===== config.mk =====
export PLATFORM = sky130hd
export DESIGN_NAME = tol_top
export DESIGN_NICKNAME = d
export VERILOG_FILES = /design/src/hdl/tol_pkg.sv /design/src/hdl/tol_top.sv
export SDC_FILE = /design/constraint.sdc
export NUM_CORES = 1
export LEC_CHECK = 0
export ABC_AREA = 1
export BUFFER_PORTS_ARGS = -buffer_cell sky130_fd_sc_hd__buf_4
export CAP_MARGIN = 40
export CORE_UTILIZATION = 62
export CTS_BUF_LIST = sky130_fd_sc_hd__clkbuf_2
export DETAILED_ROUTE_END_ITERATION = 8
export PLACE_DENSITY = 0.95
export SYNTH_ARGS = -nofsm -noshare
export SYNTH_HDL_FRONTEND = slang
export SYNTH_SLANG_ARGS = --single-unit

===== constraint.sdc =====
create_clock -name clk -period 2.55 [get_ports clk]
set_clock_uncertainty 0.15 [all_clocks]
set_input_delay 0.51 -clock clk [delete_from_list [all_inputs] [get_ports clk]]
set_output_delay 0.51 -clock clk [all_outputs]
set_load 0.05 [all_outputs]

===== src/hdl/tol_pkg.sv =====
// Package for the timer-triggered output latch: register map, field layout,
// reset values and the carrier types shared by the design and the bench.
// Assumes a byte-wide register port with 28-bit addresses.
package tol_pkg;

    // ------------------------------------------------------------------
    // Sizes
    // ------------------------------------------------------------------
    localparam int TOL_NUM_CH  = 2;
    localparam int TOL_PINS    = 6;
    localparam int TOL_ADDR_W  = 28;
    localparam int TOL_DATA_W  = 8;
    localparam int TOL_NIB_W   = 4;
    localparam int TOL_HI_PINS = 2;

    // ------------------------------------------------------------------
    // Register map, one entry per channel
    // ------------------------------------------------------------------
    localparam logic [TOL_ADDR_W-1:0] TOL_CTRL_ADDR [TOL_NUM_CH] = '{28'hffff6e5, 28'hffff6f5};
    localparam logic [TOL_ADDR_W-1:0] TOL_BUFL_ADDR [TOL_NUM_CH] = '{28'hffff6e0, 28'hffff6f0};
    localparam logic [TOL_ADDR_W-1:0] TOL_BUFH_ADDR [TOL_NUM_CH] = '{28'hffff6e1, 28'hffff6f1};
    localparam logic [TOL_ADDR_W-1:0] TOL_MODE_ADDR [TOL_NUM_CH] = '{28'hffff6e4, 28'hffff6f4};

    // ------------------------------------------------------------------
    // Control register fields and reset values
    // ------------------------------------------------------------------
    localparam int TOL_EN_BIT    = 7;
    localparam int TOL_EDGE_BIT  = 6;
    localparam int TOL_WIDTH_BIT = 5;
    localparam int TOL_SRC_BIT   = 4;

    localparam logic [TOL_DATA_W-1:0] TOL_CTRL_RST = 8'h00;
    localparam logic [TOL_NIB_W-1:0]  TOL_BUF_RST  = 4'h0;
    localparam logic [TOL_PINS-1:0]   TOL_MODE_RST = 6'h00;

    // ------------------------------------------------------------------
    // Carriers
    // ------------------------------------------------------------------
    typedef struct packed {
        logic channel_enable_bit;
        logic trigger_edge_select;
        logic width_mode_bit;
        logic trigger_source_select;
    } tol_ctrl_t;

    typedef struct packed {
        logic hi;
        logic lo;
    } tol_fire_t;

    // Routes three edge-detected timer events to the two latch halves.
    // Event a is the upper split trigger, b the shared middle one, d the
    // alternate source.
    function automatic tol_fire_t tol_route(input tol_ctrl_t c, input logic a, input logic b,
                                            input logic d);
        tol_fire_t f;
        f = '0;
        case ({c.width_mode_bit, c.trigger_source_select})
            2'h0: begin
                f.hi = a;
                f.lo = b;
            end
            2'h1: begin
                f.hi = b;
                f.lo = d;
            end
            2'h2: begin
                f.hi = b;
                f.lo = b;
            end
            default: begin
                f.hi = d;
                f.lo = d;
            end
        endcase
        return f;
    endfunction : tol_route

endpackage : tol_pkg


===== src/hdl/tol_top.sv =====
// Two-channel timer-triggered output latch with its register file.
// Assumes timer match inputs synchronous to clk and a single-cycle strobe
// register port whose read data appear in the cycle after the read strobe.
//
// Function
// - Enabled channel copies each buffer to its latch on the selected edge of its routed trigger.
// - Enabled: latched-mode pins drive latch bit, port-mode pins drive zero.
// - Disabled channel drives all six pins zero regardless of mode.
// - Each channel has 4-bit upper and lower buffers, cleared by reset.
// - Split mode: low address writes low nibble, high address writes high.
// - Reading either buffer address returns upper and lower nibbles together.
// - Wide mode: a byte write at either address updates both buffers.
// - Per-bit mode register selects latched or port mode, reset zero.
// - Control: enable bit7, edge bit6, width bit5, source bit4, rest zero.
// - Edge select zero means falling edge, one means rising edge.
// - Width zero splits channel four plus two, one makes six bits.
// - Channel zero trigger routing from timers five, four and zero.
// - Channel one trigger routing from timers eight, seven and six.
// - Two channels; upper buffer feeds pins 4-5, lower feeds pins 0-3.
// - Disabled channel: buffer write also loads the output latch.
// - Enabled channel: buffer writes never reach the latch directly.
//
// The address-and-strobe port was left to the implementer.
`timescale 1ns/100ps

module tol_top
    import tol_pkg::*;
(
    input  wire logic                               clk,
    input  wire logic                               sys_rst,
    input  wire logic [TOL_ADDR_W-1:0]              reg_addr,
    input  wire logic [TOL_DATA_W-1:0]              reg_wdata,
    input  wire logic                               reg_wr,
    input  wire logic                               reg_rd,
    output logic      [TOL_DATA_W-1:0]              reg_rdata,
    input  wire logic                               timer0_match_trigger,
    input  wire logic                               timer4_match_trigger,
    input  wire logic                               timer5_match_trigger,
    input  wire logic                               timer6_match_trigger,
    input  wire logic                               timer7_match_trigger,
    input  wire logic                               timer8_match_trigger,
    output logic      [TOL_NUM_CH-1:0][TOL_PINS-1:0] channel_output_pins
);

    // ------------------------------------------------------------------
    // State
    // ------------------------------------------------------------------
    tol_ctrl_t                                  ctrl_reg   [TOL_NUM_CH];
    tol_ctrl_t                                  ctrl_next  [TOL_NUM_CH];
    logic      [TOL_PINS-1:0]                   mode_reg   [TOL_NUM_CH];
    logic      [TOL_PINS-1:0]                   mode_next  [TOL_NUM_CH];
    logic      [TOL_NIB_W-1:0]                  bufl_reg   [TOL_NUM_CH];
    logic      [TOL_NIB_W-1:0]                  bufl_next  [TOL_NUM_CH];
    logic      [TOL_NIB_W-1:0]                  bufh_reg   [TOL_NUM_CH];
    logic      [TOL_NIB_W-1:0]                  bufh_next  [TOL_NUM_CH];
    logic      [TOL_NIB_W-1:0]                  latl_reg   [TOL_NUM_CH];
    logic      [TOL_NIB_W-1:0]                  latl_next  [TOL_NUM_CH];
    logic      [TOL_HI_PINS-1:0]                lath_reg   [TOL_NUM_CH];
    logic      [TOL_HI_PINS-1:0]                lath_next  [TOL_NUM_CH];
    tol_fire_t                                  fire_reg   [TOL_NUM_CH];
    tol_fire_t                                  fire_next  [TOL_NUM_CH];
    logic      [TOL_NUM_CH-1:0][TOL_PINS-1:0]   pins_reg;
    logic      [TOL_NUM_CH-1:0][TOL_PINS-1:0]   pins_next;
    logic      [TOL_DATA_W-1:0]                 rdata_reg;
    logic      [TOL_DATA_W-1:0]                 rdata_next;
    logic      [TOL_NUM_CH-1:0][2:0]            trig_reg;
    logic      [TOL_NUM_CH-1:0][2:0]            trig_next;
    logic      [TOL_NUM_CH-1:0][2:0]            trig_now;

    // Per channel: a = upper split trigger, b = shared one, c = alternate.
    assign trig_now[0] = {timer5_match_trigger, timer4_match_trigger, timer0_match_trigger};
    assign trig_now[1] = {timer8_match_trigger, timer7_match_trigger, timer6_match_trigger};

    // ------------------------------------------------------------------
    // Trigger edge detection
    // ------------------------------------------------------------------
    always_comb begin
        logic [2:0] edg;
        edg = '0;
        trig_next = trig_now;
        for (int c = 0; c < TOL_NUM_CH; c++) begin
            edg = ctrl_reg[c].trigger_edge_select ? (trig_now[c] & ~trig_reg[c])
                                                  : (~trig_now[c] & trig_reg[c]);
            // source routing.
            // The edge is held one cycle so the latch moves once per edge.
            fire_next[c] = tol_route(ctrl_reg[c], edg[2], edg[1], edg[0]);
        end
    end

    always_ff @(posedge clk) begin
        if (sys_rst) begin
            trig_reg <= '0;
            for (int c = 0; c < TOL_NUM_CH; c++) begin
                fire_reg[c] <= '0;
            end
        end else begin
            trig_reg <= trig_next;
            for (int c = 0; c < TOL_NUM_CH; c++) begin
                fire_reg[c] <= fire_next[c];
            end
        end
    end

    // ------------------------------------------------------------------
    // Register writes, buffers and latches
    // ------------------------------------------------------------------
    always_comb begin
        logic wr_l;
        logic wr_h;
        wr_l = 1'b0;
        wr_h = 1'b0;
        for (int c = 0; c < TOL_NUM_CH; c++) begin
            ctrl_next[c] = ctrl_reg[c];
            mode_next[c] = mode_reg[c];
            bufl_next[c] = bufl_reg[c];
            bufh_next[c] = bufh_reg[c];
            latl_next[c] = latl_reg[c];
            lath_next[c] = lath_reg[c];
            wr_l = reg_wr && (reg_addr == TOL_BUFL_ADDR[c]);
            wr_h = reg_wr && (reg_addr == TOL_BUFH_ADDR[c]);
            if (reg_wr && (reg_addr == TOL_CTRL_ADDR[c])) begin
                ctrl_next[c] = reg_wdata[TOL_EN_BIT:TOL_SRC_BIT];
            end
            if (reg_wr && (reg_addr == TOL_MODE_ADDR[c])) begin
                mode_next[c] = reg_wdata[TOL_PINS-1:0];
            end
            if (wr_l || (wr_h && ctrl_reg[c].width_mode_bit)) begin
                bufl_next[c] = reg_wdata[TOL_NIB_W-1:0];
            end
            if (wr_h || (wr_l && ctrl_reg[c].width_mode_bit)) begin
                bufh_next[c] = reg_wdata[TOL_DATA_W-1:TOL_NIB_W];
            end
            if (ctrl_reg[c].channel_enable_bit) begin
                if (fire_reg[c].lo) begin
                    latl_next[c] = bufl_reg[c];
                end
                if (fire_reg[c].hi) begin
                    lath_next[c] = bufh_reg[c][TOL_HI_PINS-1:0];
                end
            end else begin
                if (bufl_next[c] != bufl_reg[c] || wr_l || wr_h) begin
                    latl_next[c] = bufl_next[c];
                    lath_next[c] = bufh_next[c][TOL_HI_PINS-1:0];
                end
            end
        end
    end

    always_ff @(posedge clk) begin
        if (sys_rst) begin
            for (int c = 0; c < TOL_NUM_CH; c++) begin
                ctrl_reg[c] <= TOL_CTRL_RST[TOL_EN_BIT:TOL_SRC_BIT];
                mode_reg[c] <= TOL_MODE_RST;
                bufl_reg[c] <= TOL_BUF_RST;
                bufh_reg[c] <= TOL_BUF_RST;
                latl_reg[c] <= TOL_BUF_RST;
                lath_reg[c] <= TOL_BUF_RST[TOL_HI_PINS-1:0];
            end
        end else begin
            for (int c = 0; c < TOL_NUM_CH; c++) begin
                ctrl_reg[c] <= ctrl_next[c];
                mode_reg[c] <= mode_next[c];
                bufl_reg[c] <= bufl_next[c];
                bufh_reg[c] <= bufh_next[c];
                latl_reg[c] <= latl_next[c];
                lath_reg[c] <= lath_next[c];
            end
        end
    end

    // ------------------------------------------------------------------
    // Pins and read data
    // ------------------------------------------------------------------
    // Pins are registered so that they never glitch while the mode or the
    // latch changes; this costs one cycle of delay after each latch update.
    always_comb begin
        rdata_next = '0;
        for (int c = 0; c < TOL_NUM_CH; c++) begin
            pins_next[c] = ctrl_reg[c].channel_enable_bit ? ({lath_reg[c], latl_reg[c]} & mode_reg[c])
                                                          : '0;
            if (reg_rd) begin
                if (reg_addr == TOL_BUFL_ADDR[c] || reg_addr == TOL_BUFH_ADDR[c]) begin
                    rdata_next = {bufh_reg[c], bufl_reg[c]};
                end
                if (reg_addr == TOL_CTRL_ADDR[c]) begin
                    rdata_next = {ctrl_reg[c], 4'h0};
                end
                if (reg_addr == TOL_MODE_ADDR[c]) begin
                    rdata_next = {2'h0, mode_reg[c]};
                end
            end
        end
    end

    always_ff @(posedge clk) begin
        if (sys_rst) begin
            pins_reg  <= '0;
            rdata_reg <= '0;
        end else begin
            pins_reg  <= pins_next;
            rdata_reg <= rdata_next;
        end
    end

    assign channel_output_pins = pins_reg;
    assign reg_rdata           = rdata_reg;

    for (genvar g = 0; g < TOL_NUM_CH; g++) begin : g_chk
        logic wl;
        logic wh;
        assign wl = reg_wr && (reg_addr == TOL_BUFL_ADDR[g]);
        assign wh = reg_wr && (reg_addr == TOL_BUFH_ADDR[g]);

    end
endmodule : tol_top


==> qor.csv <==
metric;value;unit
status;complete, no violations;
n_antenna_cell;0;
cts.path.max_buffers;2;
p_switching;501;uW
post-cts-setup-buffers;0;
ys_ff_latch;78;
seq_area;1560;um2
leakagePower;1.87;nW
die_w;79.4;um
synth_area_leaders;dfxtp_1 42%, nand2_1 13%, inv_1 5.8%;
start_util;65.9;%
grt_overflow;0;
synth_fp_nets;573;
critPathMaxStageDelay;0.37;ns
die_h;79.4;um
maxCapViolations;0;
cts-root-buf;clkbuf_2;
vdd_drop_max;0.000418;V
max_freq;0.563;GHz
crit_path_end_kind;output pin;
power;2.20;mW
drt_iter0_markers;346;
clockPowerShare;37.8;%
drc;0;
wirelength;9620;um
path_cells;buf_4;
hold_viol_final;0;
p_comb_share;6.2;%
cts_tree;done;
crit_required;1.89;ns
ios;66;
track_usage;32.8;%
seqPwrFrac;56.0;%
dr.pass1.iters;5;
vias;3846;
netlist_area;3720;um2
worst_pin_slew;0.387;ns
grt_pass1_vias;3673;
slew_violations;0;
tns;0;ns
crit_family;flip-flops;
clk_pin_slew_worst_paths;0.19;ns
drive_above_1_share;20.1;%
arrival;1.12;ns
cp_max_fo;1;
gp_congestion;0.932;
slowest_stage;dfxtp_1;
postRouteAntennaNets;0;
relSlewSlack;74.2;%
wl_per_cell;14.4;um
dp_hpwl;7120;um
htree_levels;3;
path_class;reg -> out;
num_rows;27;
syn_area_per_cell;7.05;um2
port_buffers;65;
antenna_found_initial;0;
rsz0062_at_grt;no;
critical_path_buf_inv_count;1;
numClockSinks;78;
startpoint_type;flop;
cts_resized;0;
cts_buffers;9;
powerDensity;502;nW/um2
intPower;1.70;mW
fillers;409;
yosysTopAreaCell;dfxtp_1;
clkLatencyLatePin;0.56;ns
dieArea;6310;um2
multi_input_area;1860;um2
via_per_inst;5.76;
syn_inst;527;
grt_max_degree;32;
grt_pass1_wl;15900;um
ys_warn_count;0;
design.core.area;5640;um2
p_sw_share;22.8;%
synth_top_area_share;42.0;%
hold_class;in -> reg;
synthDistinctLibCells;32;
setup_viol;0;
hold_buffers;0;
synthToLayoutAreaGrowth;18.1;%
fin_crit_sh;69.6;%
post-route-min-period;1.78;ns
ys_seq_area_share;42.0;%
layout.nets;639;
cells in the final DEF, fill, tap and decap left out, types with 4 or more instances in the layout:
cell,instances
nor2_4,5
nor2_2,7
nor2_1,55
a21oi_1,42
nand2_2,6
nand4_1,6
a211oi_1,4
dfxtp_1,78
nand3_1,38
o21ai_1,9
inv_2,4
nand2_1,131
inv_1,57
nand3_2,4
o211ai_1,4
buf_4,67
o21ai_0,40
clkbuf_2,9
nand3b_1,4
a211oi_2,5
final timing paths:
kind         depth (start not counted)  slack (ns)                        start                                 end
max                                  1        0.77      reg_rdata[4]$_SDFF_PP0_                        reg_rdata[4]
min                                  3        0.02         timer7_match_trigger              trig_reg[4]$_SDFF_PP0_
max reg2reg                          6        1.00  ctrl_reg[0][1]$_SDFFE_PP0P_         lath_reg[0][1]$_SDFFE_PP0P_
min reg2reg                          2        0.30  lath_reg[0][2]$_SDFFE_PP0P_  channel_output_pins[10]$_SDFF_PP0_
Yosys cell counts, drive strengths merged:
cell    number
nand4        6
nand3b       4
nand2      140
clkbuf       6
a211oi       9
dfxtp       78
nor2        67
a31oi        1
nor3b        1
inv         61
buf          6
o21bai       2
o211ai       4
nor3         4
o21ai       51
a22oi        1
nand3       44
a21oi       42
cells by family after synthesis:
kind of cell / Yosys count / synth area share, %
AOI/OAI and AO/OA: 110 / 16.8
buffers and inverters: 73 / 7.95
DFF: 78 / 42.0
and+or+nand+nor: 266 / 33.2
per-stage QoR:
| stage | utilization (%) | instances | setup WS, ns | hold WS, ns | area (um2) |
|---|---|---|---|---|---|
| detailed placement | 75.2 | 654 | 0.240 | 0.279 | 4240 |
| global placement | 75.2 | 654 | 0.301 | 0.270 | 4240 |
| floorplan | - | 527 | 0.752 | 0.262 | 3720 |
| finish | 77.8 | 668 | 0.774 | 0.0154 | 4390 |
| global route | 77.8 | 668 | 0.664 | 0.00792 | 4390 |
| CTS | 77.8 | 668 | 0.777 | 0.0246 | 4390 |
per-layer routing:
metal  up-vias  global-route usage [%]  share of wire (%)
met5         -                       0                  0
met1      1737                    38.5                 40
met2       209                    55.6                 48
met3        43                    7.89                8.0
li1       1857                       -                  -
met4         0                    16.0                3.9
area by class of cell:
type,count,area share [%]
clock buffers,9,1.03
clock inverters,5,2.28
inverters,61,5.22
multi-input cells,376,42.4
flip-flops and latches,78,35.6
well taps,72,2.05
repair buffers,67,11.5
power groups by stage:
stage	clock network (mW)	logic [mW]	registers, mW
global placement	0	0.130	1.26
CTS	0.825	0.136	1.23
finish	0.832	0.138	1.23
global route	0.878	0.151	1.23
floorplan	0	0.0582	1.26
detailed placement	0	0.136	1.26
Note: power is estimated with default switching activity, not from simulation.
